===== config.mk =====
export PLATFORM = sky130hd
export DESIGN_NAME = pes_top
export DESIGN_NICKNAME = d
export VERILOG_FILES = /design/src/pes_pkg.sv /design/src/pes_scale.sv /design/src/pes_tick.sv /design/src/pes_top.sv
export SDC_FILE = /design/constraint.sdc
export NUM_CORES = 2
export LEC_CHECK = 0
export ABC_AREA = 1
export BUFFER_PORTS_ARGS = -buffer_cell sky130_fd_sc_hd__buf_2
export CAP_MARGIN = 20
export CORE_ASPECT_RATIO = 1.75
export CORE_MARGIN = 3
export CORE_UTILIZATION = 31
export CTS_CLUSTER_DIAMETER = 200
export DETAILED_ROUTE_END_ITERATION = 10
export SLEW_MARGIN = 5
export SYNTH_ARGS = -nofsm -noshare
export SYNTH_HDL_FRONTEND = slang
export SYNTH_SLANG_ARGS = --single-unit

===== constraint.sdc =====
create_clock -name clk_i -period 8.35 [get_ports clk_i]
set_clock_uncertainty 0.1 [all_clocks]
set_input_delay 1.67 -clock clk_i [delete_from_list [all_inputs] [get_ports clk_i]]
set_output_delay 1.67 -clock clk_i [all_outputs]
set_load 0.05 [all_outputs]

===== src/pes_pkg.sv =====
// package: constants, config and status carriers for the pump supervisor
package pes_pkg;

  // clock and one-second tick derivation
  localparam longint unsigned PES_CLK_PERIOD_PS = 64'd5000;
  localparam longint unsigned PES_SECOND_PS     = 64'd1000000000000;
  localparam int unsigned     PES_TICK_CYCLES   =
    int'(PES_SECOND_PS / PES_CLK_PERIOD_PS);

  // widths
  localparam int PES_SEC_W = 14;  // seconds, up to 9,999
  localparam int PES_VAL_W = 16;  // psi, tenths of feet, rpm
  localparam int PES_ADC_W = 10;  // raw analog count

  // start/stop source, sensed quantity, speed source
  typedef enum logic [0:0] {PES_SRC_FLOATS, PES_SRC_XDUCER} pes_src_t;
  typedef enum logic [1:0] {PES_QTY_NONE, PES_QTY_PRESSURE,
                            PES_QTY_LEVEL} pes_qty_t;
  typedef enum logic [1:0] {PES_THR_MAX_RPM, PES_THR_XDUCER,
                            PES_THR_LOCAL} pes_thr_t;

  // configuration set, held steady by the owner while the engine runs
  typedef struct packed {
    logic [PES_SEC_W-1:0] start_qualify_delay;
    logic [PES_SEC_W-1:0] pre_crank_time;
    logic [PES_SEC_W-1:0] stop_qualify_delay;
    logic [PES_SEC_W-1:0] warmup_time;
    logic [PES_SEC_W-1:0] trip_arming_timer;
    logic [PES_SEC_W-1:0] min_speed_hold_timer;
    pes_src_t             auto_run_source_select;
    pes_qty_t             sensor_quantity_select;
    pes_thr_t             speed_control_source;
    logic [PES_VAL_W-1:0] pressure_start_threshold;
    logic [PES_VAL_W-1:0] pressure_stop_threshold;
    logic [PES_VAL_W-1:0] pressure_hold_target;
    logic [PES_VAL_W-1:0] pressure_dead_zone;
    logic [PES_VAL_W-1:0] over_pressure_trip;
    logic [PES_VAL_W-1:0] under_pressure_trip;
    logic [PES_VAL_W-1:0] pressure_span_max;
    logic [PES_VAL_W-1:0] pressure_span_min;
    logic [PES_ADC_W-1:0] pressure_full_scale_count;
    logic [PES_ADC_W-1:0] pressure_zero_scale_count;
    logic [PES_VAL_W-1:0] level_start;      // tenths of a foot
    logic [PES_VAL_W-1:0] level_stop;
    logic [PES_VAL_W-1:0] level_hold_target;
    logic [PES_VAL_W-1:0] level_dead_zone;
    logic [PES_VAL_W-1:0] level_offset;
    logic [PES_VAL_W-1:0] level_span_max;
    logic [PES_VAL_W-1:0] level_span_min;
    logic [PES_ADC_W-1:0] level_full_scale_count;
    logic [PES_ADC_W-1:0] level_zero_scale_count;
    logic [PES_VAL_W-1:0] speed_floor;
    logic [PES_VAL_W-1:0] speed_ceiling;
    logic [PES_VAL_W-1:0] speed_step;
  } pes_cfg_t;

  // factory defaults, for whoever owns the settings
  localparam pes_cfg_t PES_CFG_DEFAULT = '{
    start_qualify_delay:       14'h0001,
    pre_crank_time:            14'h0001,
    stop_qualify_delay:        14'h0001,
    warmup_time:               14'h0001,
    trip_arming_timer:         14'h00B4,  // 180 s
    min_speed_hold_timer:      14'h0000,
    auto_run_source_select:    PES_SRC_FLOATS,
    sensor_quantity_select:    PES_QTY_NONE,
    speed_control_source:      PES_THR_MAX_RPM,
    pressure_start_threshold:  16'h0028,  // 40 psi
    pressure_stop_threshold:   16'h003C,  // 60 psi
    pressure_hold_target:      16'h0032,  // 50 psi
    pressure_dead_zone:        16'h0002,
    over_pressure_trip:        16'h005A,  // 90 psi
    under_pressure_trip:       16'h0019,  // 25 psi
    pressure_span_max:         16'h0064,  // 100 psi
    pressure_span_min:         16'h0000,
    pressure_full_scale_count: 10'h388,   // 904
    pressure_zero_scale_count: 10'h0B5,   // 181
    level_start:               16'h0096,  // 15.0 ft
    level_stop:                16'h0032,  // 5.0 ft
    level_hold_target:         16'h0064,  // 10.0 ft
    level_dead_zone:           16'h000A,  // 1.0 ft
    level_offset:              16'h0000,
    level_span_max:            16'h00C8,  // 20.0 ft
    level_span_min:            16'h0000,
    level_full_scale_count:    10'h388,
    level_zero_scale_count:    10'h0B5,
    speed_floor:               16'h0384,  // 900 rpm
    speed_ceiling:             16'h0640,  // 1600 rpm
    speed_step:                16'h000A
  };

  // status carrier
  typedef struct packed {
    logic shutdown;
    logic over_trip;
    logic under_trip;
    logic under_armed;
    logic fill_hold;
    logic show_pressure;
  } pes_status_t;

  localparam pes_status_t PES_STATUS_RESET = '0;

endpackage


===== src/pes_scale.sv =====
// maps a raw analog count onto an engineering span
`timescale 1ns/1ps
module pes_scale (
  input  wire logic                           clk_i,
  input  wire logic                           rst_n_i,
  input  wire logic [pes_pkg::PES_ADC_W-1:0] raw_i,
  input  wire logic [pes_pkg::PES_ADC_W-1:0] full_cnt_i,
  input  wire logic [pes_pkg::PES_ADC_W-1:0] zero_cnt_i,
  input  wire logic [pes_pkg::PES_VAL_W-1:0] span_max_i,
  input  wire logic [pes_pkg::PES_VAL_W-1:0] span_min_i,
  output logic      [pes_pkg::PES_VAL_W-1:0] value_o
);
  import pes_pkg::*;

  logic [PES_VAL_W-1:0] value_d;
  logic [31:0]          num;
  logic [31:0]          den;

  // linear map; counts outside the calibration pair clamp to the span ends
  always_comb begin
    num = 32'(raw_i - zero_cnt_i) * 32'(span_max_i - span_min_i);
    den = 32'(full_cnt_i - zero_cnt_i);
    if (raw_i <= zero_cnt_i || full_cnt_i <= zero_cnt_i) begin
      value_d = span_min_i;
    end else if (raw_i >= full_cnt_i) begin
      value_d = span_max_i;
    end else begin
      value_d = span_min_i + PES_VAL_W'(num / den);
    end
  end

  // registered so the divider path ends in a flop
  always_ff @(posedge clk_i or negedge rst_n_i) begin
    if (!rst_n_i) begin
      value_o <= '0;
    end else begin
      value_o <= value_d;
    end
  end
endmodule


===== src/pes_tick.sv =====
// one-second tick generator from the system clock
`timescale 1ns/1ps
module pes_tick #(
  parameter int unsigned TICK_CYCLES = pes_pkg::PES_TICK_CYCLES
) (
  input  wire logic clk_i,
  input  wire logic rst_n_i,
  output logic      tick_o
);
  import pes_pkg::*;

  logic [31:0] cnt_q;
  logic [31:0] cnt_d;
  logic        tick_d;

  // free-running divider, one pulse per wrap
  always_comb begin
    tick_d = (cnt_q == 32'(TICK_CYCLES - 1));
    cnt_d  = tick_d ? 32'h0000_0000 : cnt_q + 32'h0000_0001;
  end

  always_ff @(posedge clk_i or negedge rst_n_i) begin
    if (!rst_n_i) begin
      cnt_q  <= 32'h0000_0000;
      tick_o <= 1'b0;
    end else begin
      cnt_q  <= cnt_d;
      tick_o <= tick_d;
    end
  end
endmodule


===== src/pes_top.sv =====
// pump engine supervisor: qualify, sequence, throttle and trip
// How it works
// - start request must persist start_qualify_delay seconds, then start begins
// - prestart output held pre_crank_time seconds before cranking
// - stop request must persist stop_qualify_delay seconds, then stop begins
// - pressure mode: start when pressure falls to pressure_start_threshold
// - pressure mode: stop when pressure rises to pressure_stop_threshold
// - pressure throttle steers speed within floor and ceiling to hold target
// - no speed change while pressure sits inside the symmetric dead zone
// - pressure governing: shut down when pressure reaches over_pressure_trip
// - pressure governing: armed shut down at under_pressure_trip
// - a zero trip limit disables that trip check
// - with pressure sensed, any enabled trip limit forces pressure on the display
// - arming timer starts at warm-up end; arms the under-pressure trip
// - hold timer starts at warm-up end; speed held at floor meanwhile
// - transducer span maps onto configured maximum and minimum values
// - full-scale raw count taken as a calibration value
// - zero-scale raw count taken as a calibration value
// - level mode: start when level reaches level_start
// - level mode: stop when level reaches level_stop
// - mounting offset added to measured level before use
// - start/stop decisions come from floats or transducer per setting
// - at load, commanded speed never exceeds speed_ceiling
`timescale 1ns/1ps
module pes_top #(
  parameter int unsigned TICK_CYCLES = pes_pkg::PES_TICK_CYCLES
) (
  input  wire logic                           clk_i,
  input  wire logic                           rst_n_i,
  input  wire pes_pkg::pes_cfg_t              cfg_i,
  input  wire logic [pes_pkg::PES_ADC_W-1:0] adc_count_i,
  input  wire logic                           float_start_i,
  input  wire logic                           float_stop_i,
  input  wire logic                           engine_running_i,
  input  wire logic [pes_pkg::PES_VAL_W-1:0] local_speed_i,
  output logic                                prestart_o,
  output logic                                crank_o,
  output logic                                fuel_run_o,
  output logic      [pes_pkg::PES_VAL_W-1:0] speed_cmd_o,
  output logic      [pes_pkg::PES_VAL_W-1:0] display_value_o,
  output pes_pkg::pes_status_t                status_o
);
  import pes_pkg::*;

  typedef enum logic [2:0] {S_IDLE, S_PRESTART, S_CRANK, S_WARMUP,
                            S_AT_LOAD, S_STOPPING, S_SHUTDOWN} pes_state_t;

  // clamp a speed into the configured floor and ceiling
  function automatic logic [PES_VAL_W-1:0] clamp_speed(
    input logic [PES_VAL_W:0]   v,
    input logic [PES_VAL_W-1:0] lo,
    input logic [PES_VAL_W-1:0] hi);
    if (v > {1'b0, hi}) begin
      clamp_speed = hi;
    end else if (v < {1'b0, lo}) begin
      clamp_speed = lo;
    end else begin
      clamp_speed = v[PES_VAL_W-1:0];
    end
  endfunction

  // a count of elapsed seconds has reached its setting on this tick
  function automatic logic secs_done(input logic [PES_SEC_W-1:0] cnt,
                                     input logic [PES_SEC_W-1:0] lim);
    secs_done = ({1'b0, cnt} + 15'h0001) >= {1'b0, lim};
  endfunction

  logic                 tick;
  logic [PES_VAL_W-1:0] scaled;
  logic [PES_ADC_W-1:0] full_cnt;
  logic [PES_ADC_W-1:0] zero_cnt;
  logic [PES_VAL_W-1:0] span_max;
  logic [PES_VAL_W-1:0] span_min;

  // one-second time base for every delay
  pes_tick #(.TICK_CYCLES(TICK_CYCLES)) u_tick (
    .clk_i   (clk_i),
    .rst_n_i (rst_n_i),
    .tick_o  (tick)
  );

  // calibration pair and span follow the sensed quantity
  always_comb begin
    if (cfg_i.sensor_quantity_select == PES_QTY_LEVEL) begin
      full_cnt = cfg_i.level_full_scale_count;
      zero_cnt = cfg_i.level_zero_scale_count;
      span_max = cfg_i.level_span_max;
      span_min = cfg_i.level_span_min;
    end else begin
      full_cnt = cfg_i.pressure_full_scale_count;
      zero_cnt = cfg_i.pressure_zero_scale_count;
      span_max = cfg_i.pressure_span_max;
      span_min = cfg_i.pressure_span_min;
    end
  end

  pes_scale u_scale (
    .clk_i      (clk_i),
    .rst_n_i    (rst_n_i),
    .raw_i      (adc_count_i),
    .full_cnt_i (full_cnt),
    .zero_cnt_i (zero_cnt),
    .span_max_i (span_max),
    .span_min_i (span_min),
    .value_o    (scaled)
  );

  // measured quantities and the decisions drawn from them
  logic [PES_VAL_W:0]   lvl_sum;
  logic [PES_VAL_W-1:0] level;
  logic [PES_VAL_W-1:0] psi;
  logic                 is_psi;
  logic                 is_lvl;
  logic                 psi_governs;
  logic                 want_start;
  logic                 want_stop;
  logic                 over_now;
  logic                 under_now;
  logic                 below_band;
  logic                 above_band;

  always_comb begin
    lvl_sum = {1'b0, scaled} + {1'b0, cfg_i.level_offset};
    level   = lvl_sum[PES_VAL_W] ? '1 : lvl_sum[PES_VAL_W-1:0];
    psi     = scaled;
    is_psi  = cfg_i.sensor_quantity_select == PES_QTY_PRESSURE;
    is_lvl  = cfg_i.sensor_quantity_select == PES_QTY_LEVEL;
    psi_governs = is_psi &&
      (cfg_i.auto_run_source_select == PES_SRC_XDUCER ||
       cfg_i.speed_control_source == PES_THR_XDUCER);
    // floats or transducer, never both
    if (cfg_i.auto_run_source_select == PES_SRC_FLOATS) begin
      want_start = float_start_i;
      want_stop  = float_stop_i;
    end else begin
      want_start = (is_psi && psi <= cfg_i.pressure_start_threshold)
                || (is_lvl && level >= cfg_i.level_start);
      want_stop  = (is_psi && psi >= cfg_i.pressure_stop_threshold)
                || (is_lvl && level <= cfg_i.level_stop);
    end
    // a zero limit switches its check off
    over_now  = psi_governs && cfg_i.over_pressure_trip != '0 &&
                psi >= cfg_i.over_pressure_trip;
    under_now = psi_governs && cfg_i.under_pressure_trip != '0 &&
                psi <= cfg_i.under_pressure_trip;
    // pressure low means more speed; level high means more speed (empty)
    if (is_lvl) begin
      above_band = {1'b0, level} + {1'b0, cfg_i.level_dead_zone}
                   < {1'b0, cfg_i.level_hold_target};
      below_band = {1'b0, level} > {1'b0, cfg_i.level_hold_target}
                   + {1'b0, cfg_i.level_dead_zone};
    end else begin
      below_band = {1'b0, psi} + {1'b0, cfg_i.pressure_dead_zone}
                   < {1'b0, cfg_i.pressure_hold_target};
      above_band = {1'b0, psi} > {1'b0, cfg_i.pressure_hold_target}
                   + {1'b0, cfg_i.pressure_dead_zone};
    end
  end

  // sequencer state and timers
  pes_state_t           st_q, st_d;
  logic [PES_SEC_W-1:0] start_cnt_q, start_cnt_d;
  logic [PES_SEC_W-1:0] stop_cnt_q, stop_cnt_d;
  logic [PES_SEC_W-1:0] seq_cnt_q, seq_cnt_d;
  logic [PES_SEC_W-1:0] arm_cnt_q, arm_cnt_d;
  logic [PES_SEC_W-1:0] fill_cnt_q, fill_cnt_d;
  logic                 armed_q, armed_d;
  logic                 fill_q, fill_d;
  logic                 over_q, over_d;
  logic                 under_q, under_d;
  logic [PES_VAL_W-1:0] speed_q, speed_d;
  logic                 running;
  logic                 trip;

  always_comb begin
    st_d        = st_q;
    start_cnt_d = start_cnt_q;
    stop_cnt_d  = stop_cnt_q;
    seq_cnt_d   = seq_cnt_q;
    arm_cnt_d   = arm_cnt_q;
    fill_cnt_d  = fill_cnt_q;
    armed_d     = armed_q;
    fill_d      = fill_q;
    over_d      = over_q;
    under_d     = under_q;
    speed_d     = speed_q;
    running     = st_q == S_WARMUP || st_q == S_AT_LOAD;
    trip        = running && (over_now || (armed_q && under_now));

    // qualify counters restart whenever their request drops
    if (!want_start) begin
      start_cnt_d = '0;
    end else if (tick && !secs_done(start_cnt_q, cfg_i.start_qualify_delay))
    begin
      start_cnt_d = start_cnt_q + 14'h0001;
    end
    if (!want_stop) begin
      stop_cnt_d = '0;
    end else if (tick && !secs_done(stop_cnt_q, cfg_i.stop_qualify_delay))
    begin
      stop_cnt_d = stop_cnt_q + 14'h0001;
    end
    if (tick) begin
      seq_cnt_d = seq_cnt_q + 14'h0001;
    end

    case (st_q)
      S_IDLE: begin
        speed_d = cfg_i.speed_floor;
        armed_d = 1'b0;
        fill_d  = 1'b0;
        if (want_start && tick &&
            secs_done(start_cnt_q, cfg_i.start_qualify_delay)) begin
          st_d      = S_PRESTART;
          seq_cnt_d = '0;
        end
      end
      S_PRESTART: begin
        if (tick && secs_done(seq_cnt_q, cfg_i.pre_crank_time)) begin
          st_d = S_CRANK;
        end
      end
      S_CRANK: begin
        if (engine_running_i) begin
          st_d      = S_WARMUP;
          seq_cnt_d = '0;
        end
      end
      S_WARMUP: begin
        if (tick && secs_done(seq_cnt_q, cfg_i.warmup_time)) begin
          st_d       = S_AT_LOAD;
          arm_cnt_d  = '0;
          fill_cnt_d = '0;
          armed_d    = cfg_i.trip_arming_timer == '0;
          fill_d     = cfg_i.min_speed_hold_timer != '0;
        end
      end
      S_AT_LOAD: begin
        // arming and hold timers run side by side from warm-up end
        if (tick && !armed_q) begin
          arm_cnt_d = arm_cnt_q + 14'h0001;
          armed_d   = secs_done(arm_cnt_q, cfg_i.trip_arming_timer);
        end
        if (tick && fill_q) begin
          fill_cnt_d = fill_cnt_q + 14'h0001;
          fill_d = !secs_done(fill_cnt_q, cfg_i.min_speed_hold_timer);
        end
        if (fill_q) begin
          speed_d = cfg_i.speed_floor;
        end else begin
          case (cfg_i.speed_control_source)
            PES_THR_XDUCER: begin
              // one step a second gives the loop time to settle
              if (tick && below_band) begin
                speed_d = clamp_speed({1'b0, speed_q} + {1'b0,
                  cfg_i.speed_step}, cfg_i.speed_floor,
                  cfg_i.speed_ceiling);
              end else if (tick && above_band) begin
                speed_d = clamp_speed(speed_q > cfg_i.speed_step ?
                  {1'b0, speed_q} - {1'b0, cfg_i.speed_step} : '0,
                  cfg_i.speed_floor, cfg_i.speed_ceiling);
              end
            end
            PES_THR_LOCAL: begin
              speed_d = clamp_speed({1'b0, local_speed_i},
                cfg_i.speed_floor, cfg_i.speed_ceiling);
            end
            default: begin
              speed_d = cfg_i.speed_ceiling;
            end
          endcase
        end
        if (want_stop && tick &&
            secs_done(stop_cnt_q, cfg_i.stop_qualify_delay)) begin
          st_d = S_STOPPING;
        end
      end
      S_STOPPING: begin
        speed_d = cfg_i.speed_floor;
        if (!engine_running_i) begin
          st_d = S_IDLE;
        end
      end
      S_SHUTDOWN: begin
        speed_d = cfg_i.speed_floor;
      end
      default: begin
        st_d = S_SHUTDOWN;
      end
    endcase

    // trips win over every other move and latch until reset
    if (trip) begin
      st_d    = S_SHUTDOWN;
      over_d  = over_q | over_now;
      under_d = under_q | (armed_q && under_now);
    end
  end

  always_ff @(posedge clk_i or negedge rst_n_i) begin
    if (!rst_n_i) begin
      st_q        <= S_IDLE;
      start_cnt_q <= '0;
      stop_cnt_q  <= '0;
      seq_cnt_q   <= '0;
      arm_cnt_q   <= '0;
      fill_cnt_q  <= '0;
      armed_q     <= 1'b0;
      fill_q      <= 1'b0;
      over_q      <= 1'b0;
      under_q     <= 1'b0;
      speed_q     <= '0;
    end else begin
      st_q        <= st_d;
      start_cnt_q <= start_cnt_d;
      stop_cnt_q  <= stop_cnt_d;
      seq_cnt_q   <= seq_cnt_d;
      arm_cnt_q   <= arm_cnt_d;
      fill_cnt_q  <= fill_cnt_d;
      armed_q     <= armed_d;
      fill_q      <= fill_d;
      over_q      <= over_d;
      under_q     <= under_d;
      speed_q     <= speed_d;
    end
  end

  // output flops, decoded from the next state so they track st_q
  pes_status_t          status_d;
  logic [PES_VAL_W-1:0] disp_d;

  always_comb begin
    status_d.shutdown      = st_d == S_SHUTDOWN;
    status_d.over_trip     = over_d;
    status_d.under_trip    = under_d;
    status_d.under_armed   = armed_d;
    status_d.fill_hold     = fill_d;
    status_d.show_pressure = is_psi && (psi_governs ||
      cfg_i.over_pressure_trip != '0 ||
      cfg_i.under_pressure_trip != '0);
    disp_d = is_lvl ? level : scaled;
  end

  always_ff @(posedge clk_i or negedge rst_n_i) begin
    if (!rst_n_i) begin
      prestart_o      <= 1'b0;
      crank_o         <= 1'b0;
      fuel_run_o      <= 1'b0;
      speed_cmd_o     <= '0;
      display_value_o <= '0;
      status_o        <= PES_STATUS_RESET;
    end else begin
      prestart_o      <= st_d == S_PRESTART;
      crank_o         <= st_d == S_CRANK;
      fuel_run_o      <= st_d == S_CRANK || st_d == S_WARMUP ||
                         st_d == S_AT_LOAD;
      speed_cmd_o     <= speed_d;
      display_value_o <= disp_d;
      status_o        <= status_d;
    end
  end
endmodule


==> flow_summary.ini <==
[status]
result_of_the_run = finished, violations left
violations = negative setup slack

[cells_and_area]
layout.cells.most_common_list = sky130_fd_sc_hd__buf_4 (2769), sky130_fd_sc_hd__inv_1 (1632), sky130_fd_sc_hd__nand2_1 (1622)
multi_input_area_sq_um = 55500
final_non_filler_cells = 15180
finalInstanceArea_sq_um = 94900
register_area_sq_um = 4080
nNetsFinal = 14382
most_common_cell_after_layout_fill_and_taps_aside = sky130_fd_sc_hd__buf_4
final_core_utilization_pct = 46.5
flow.area_growth_from_synthesis_pct = 49.1
fillCellCount = 20324
drive_gt1_share_pct = 37.9

[floorplan]
start_util_pct = 31.2
die_area_sq_um = 211000
ioPinCount = 489
horizontal_die_dimension_microns = 348
core_region_area_sq_um = 204000
fp.dieH_microns = 605
core.rowCount = 219

[yosys]
asyncSetResetFlopFracSynth_pct = 100
number_of_nets_in_the_synthesized_netlist = 11191
synth-warning-count = 0
post_synth_instance_area_sq_um = 63600
synth-seq-cells = 163
post_synth_inst_count = 9292
yosys.cell_types.count = 102
ys_seq_area_share_pct = 6.41
postSynthAreaPerCell_sq_um = 6.85
yosys_most_used_dff = sky130_fd_sc_hd__dfrtp_1
synth-edff-count = 0

[sta]
worst_setup_slack_after_layout_ps = -77230
period_minus_slack_ps = 85580
grt_setup_unrepaired = true
report.final.slew_viol_count = 0
final_min_period_over_clock_period_pct = 1020
final_setup_violating_endpoints = 16
tightestPinTransition_ps = 1200
timing.max_slew.rel_slack_pct = 20.1
fmaxAchievable_mhz = 11.7
finalHoldViolCount = 0

[route]
drc_errors = 0
drt.antenna.violating_nets = 0
routed_wirelength_microns = 273000
routed_wire_length_per_instance_microns = 18.0
vias = 74872
drt_iter0_markers = 3604
viasPerCell = 4.93
drt_pass1_iterations = 6

[clocking]
clock-sinks = 163
clock_insertion_delay_worst_skew_ps = 520
cts_htree_levels = 4
worst_setup_hold_path_clk_slew_ps = 90
cts_hold_repair.buffers = 0
cts_max_path_buffers = 2
cts_inserted_buffers = 17
cts_root_buf = sky130_fd_sc_hd__clkbuf_16
cts_tree = yes

[critical_path]
critical_path_buf_inv_count = 215
critical_path.most_common_cell = sky130_fd_sc_hd__buf_4
worst_path_largest_cell_delay_ps = 690
arrival_ps = 85880
crit_path_max_fanout = 21
worst-setup-path-type = input port to flip-flop
cp_top_family = compound AO/OA/AOI/OAI gates
critical_path_top_delay_cell = sky130_fd_sc_hd__fa_2
crit_path_end_kind = flip-flop
worst_setup_path_start_kind = input port
required_ps = 8650

[placed_design]
io_buffer_count = 488
placed_cells_incl_taps = 14583
place.detailed.hpwl_microns = 223000
place_area_sq_um = 86700
gp_routability_congestion = 1.01

[min_path]
holdCritPathClass = flip-flop to flip-flop

[grt]
grt_pass1_wl_microns = 400000
grt_overflow = 0
grt.total_usage_pct = 24.5
largest_net_degree_at_the_start_of_global_routing = 108
number_of_antenna_violations_at_the_first_check_in_global_routing = 51
vias_in_the_first_global_route = 75557

[flow_run]
cap_viol_max_count = 0
==> layer usage <==
| layer | part of all wire, % | track usage [%] | up-vias |
|---|---|---|---|
| met5 | 0.077 | 0 | - |
| met4 | 10 | 20.7 | 28 |
| met3 | 5.0 | 3.85 | 1102 |
| met2 | 52 | 47.9 | 2263 |
| met1 | 32 | 21.7 | 34665 |
| li1 | - | - | 36814 |
==> tightest hold or removal path, stage by stage, from the launching register on <==
cell and delay (ps):
sky130_fd_sc_hd__dfrtp_1 340, sky130_fd_sc_hd__inv_1 40, sky130_fd_sc_hd__nand2_1 50
==> final timing paths <==
| kind | start | endpoint | slack (ps) | cells after the start |
|---|---|---|---|---|
| worst min register to register | status_o[4]$_DFFE_PN0P_ | status_o[4]$_DFFE_PN0P_ | 360 | 2 |
| max in group asynchronous | rst_n_i | start_cnt_q[5]$_DFFE_PN0P_ | 5910 | 2 |
| worst max register to register | u_scale.value_o[0]$_DFF_PN0_ | speed_cmd_o[2]$_DFFE_PN0P_ | 640 | 51 |
| worst max-delay path | cfg_i[330] | u_scale.value_o[8]$_DFF_PN0_ | -77230 | 679 |
| min in group asynchronous | rst_n_i | stop_cnt_q[6]$_DFFE_PN0P_ | 1000 | 1 |
| worst min-delay path | status_o[4]$_DFFE_PN0P_ | status_o[4]$_DFFE_PN0P_ | 360 | 2 |
==> repair_timing <==
action	CTS	global route
gates resized for setup	221	549
pin swaps	222	521
gates cloned	1	6
setup buffers	352	175
setup endpoints to repair	32	32
==> logic make-up after synthesis <==
logic type | synth area share, %
buffers and inverters | 13.0
flip-flops | 6.41
AO/OA/AOI/OAI | 17.9
multiplexers | 0.342
AND/OR/NAND/NOR | 23.3
XOR/XNOR | 7.16
adder cells (fa/ha/maj) | 32.0
==> cells in the mapped netlist, types with 23 or more instances <==
master | count | share of area (%)
sky130_fd_sc_hd__nand2_1 | 1810 | 11
sky130_fd_sc_hd__inv_1 | 1715 | 10
sky130_fd_sc_hd__ha_1 | 1158 | 23
sky130_fd_sc_hd__a21oi_1 | 704 | 5.5
sky130_fd_sc_hd__nor2_1 | 567 | 3.3
sky130_fd_sc_hd__xor2_1 | 344 | 4.7
sky130_fd_sc_hd__o21ai_0 | 341 | 2.7
sky130_fd_sc_hd__nand3_1 | 327 | 2.6
sky130_fd_sc_hd__fa_1 | 293 | 9.2
sky130_fd_sc_hd__xnor2_1 | 176 | 2.4
sky130_fd_sc_hd__dfrtp_1 | 163 | 6.4
sky130_fd_sc_hd__nand2_2 | 147 | 1.4
sky130_fd_sc_hd__or2_2 | 105 | 1.0
sky130_fd_sc_hd__nand4_1 | 102 | 1.0
sky130_fd_sc_hd__nor3_1 | 92 | 0.72
sky130_fd_sc_hd__o21ai_2 | 91 | 1.3
sky130_fd_sc_hd__o21bai_1 | 89 | 1.1
sky130_fd_sc_hd__inv_2 | 79 | 0.47
sky130_fd_sc_hd__o21ai_1 | 77 | 0.61
sky130_fd_sc_hd__a21o_1 | 66 | 0.78
sky130_fd_sc_hd__clkbuf_1 | 64 | 0.38
sky130_fd_sc_hd__o211ai_1 | 64 | 0.76
sky130_fd_sc_hd__a21oi_2 | 63 | 0.87
sky130_fd_sc_hd__clkbuf_8 | 50 | 1.1
sky130_fd_sc_hd__a211oi_1 | 43 | 0.51
sky130_fd_sc_hd__a31oi_1 | 42 | 0.41
sky130_fd_sc_hd__nor4_1 | 41 | 0.40
sky130_fd_sc_hd__nand3_2 | 30 | 0.47
sky130_fd_sc_hd__o221ai_1 | 25 | 0.34
sky130_fd_sc_hd__nor2_2 | 23 | 0.23
==> registers in the layout (all words and copies together) (netlist names), 3 cells and up <==
name             count
display_value_o     16
start_cnt_q         14
fill_cnt_q          14
st_q                 3
arm_cnt_q           14
stop_cnt_q          14
speed_cmd_o         16
status_o             6
u_scale.value_o     16
u_tick.cnt_q        32
seq_cnt_q           14
==> layout make-up <==
type | instances | share of cell area [%]
Timing Repair Buffer | 3334 | 25.6
Timing Repair inverter | 2 | 0.0119
Tap cell | 2652 | 3.50
Inverter | 1815 | 7.33
Antenna cell | 32 | 0.0844
Multi-Input combinational cell | 7150 | 58.5
Sequential cell | 163 | 4.30
Clock inverter | 14 | 0.169
Clock buffer | 18 | 0.463
==> stage by stage <==
step	hold slack, ps	worst slack [ps]	TNS, ps
2_1_floorplan	333	-75450	-1201120
3_3_place_gp	356	-76220	-1232760
3_5_place_dp	348	-78040	-1263070
4_1_cts	367	-74900	-1195290
5_1_grt	413	-82690	-1322880
6_report	363	-77230	-1230600
Power is left out: the tool's default activity adds up to more than one toggle a clock period on the data nets, which glitch-free logic cannot reach.
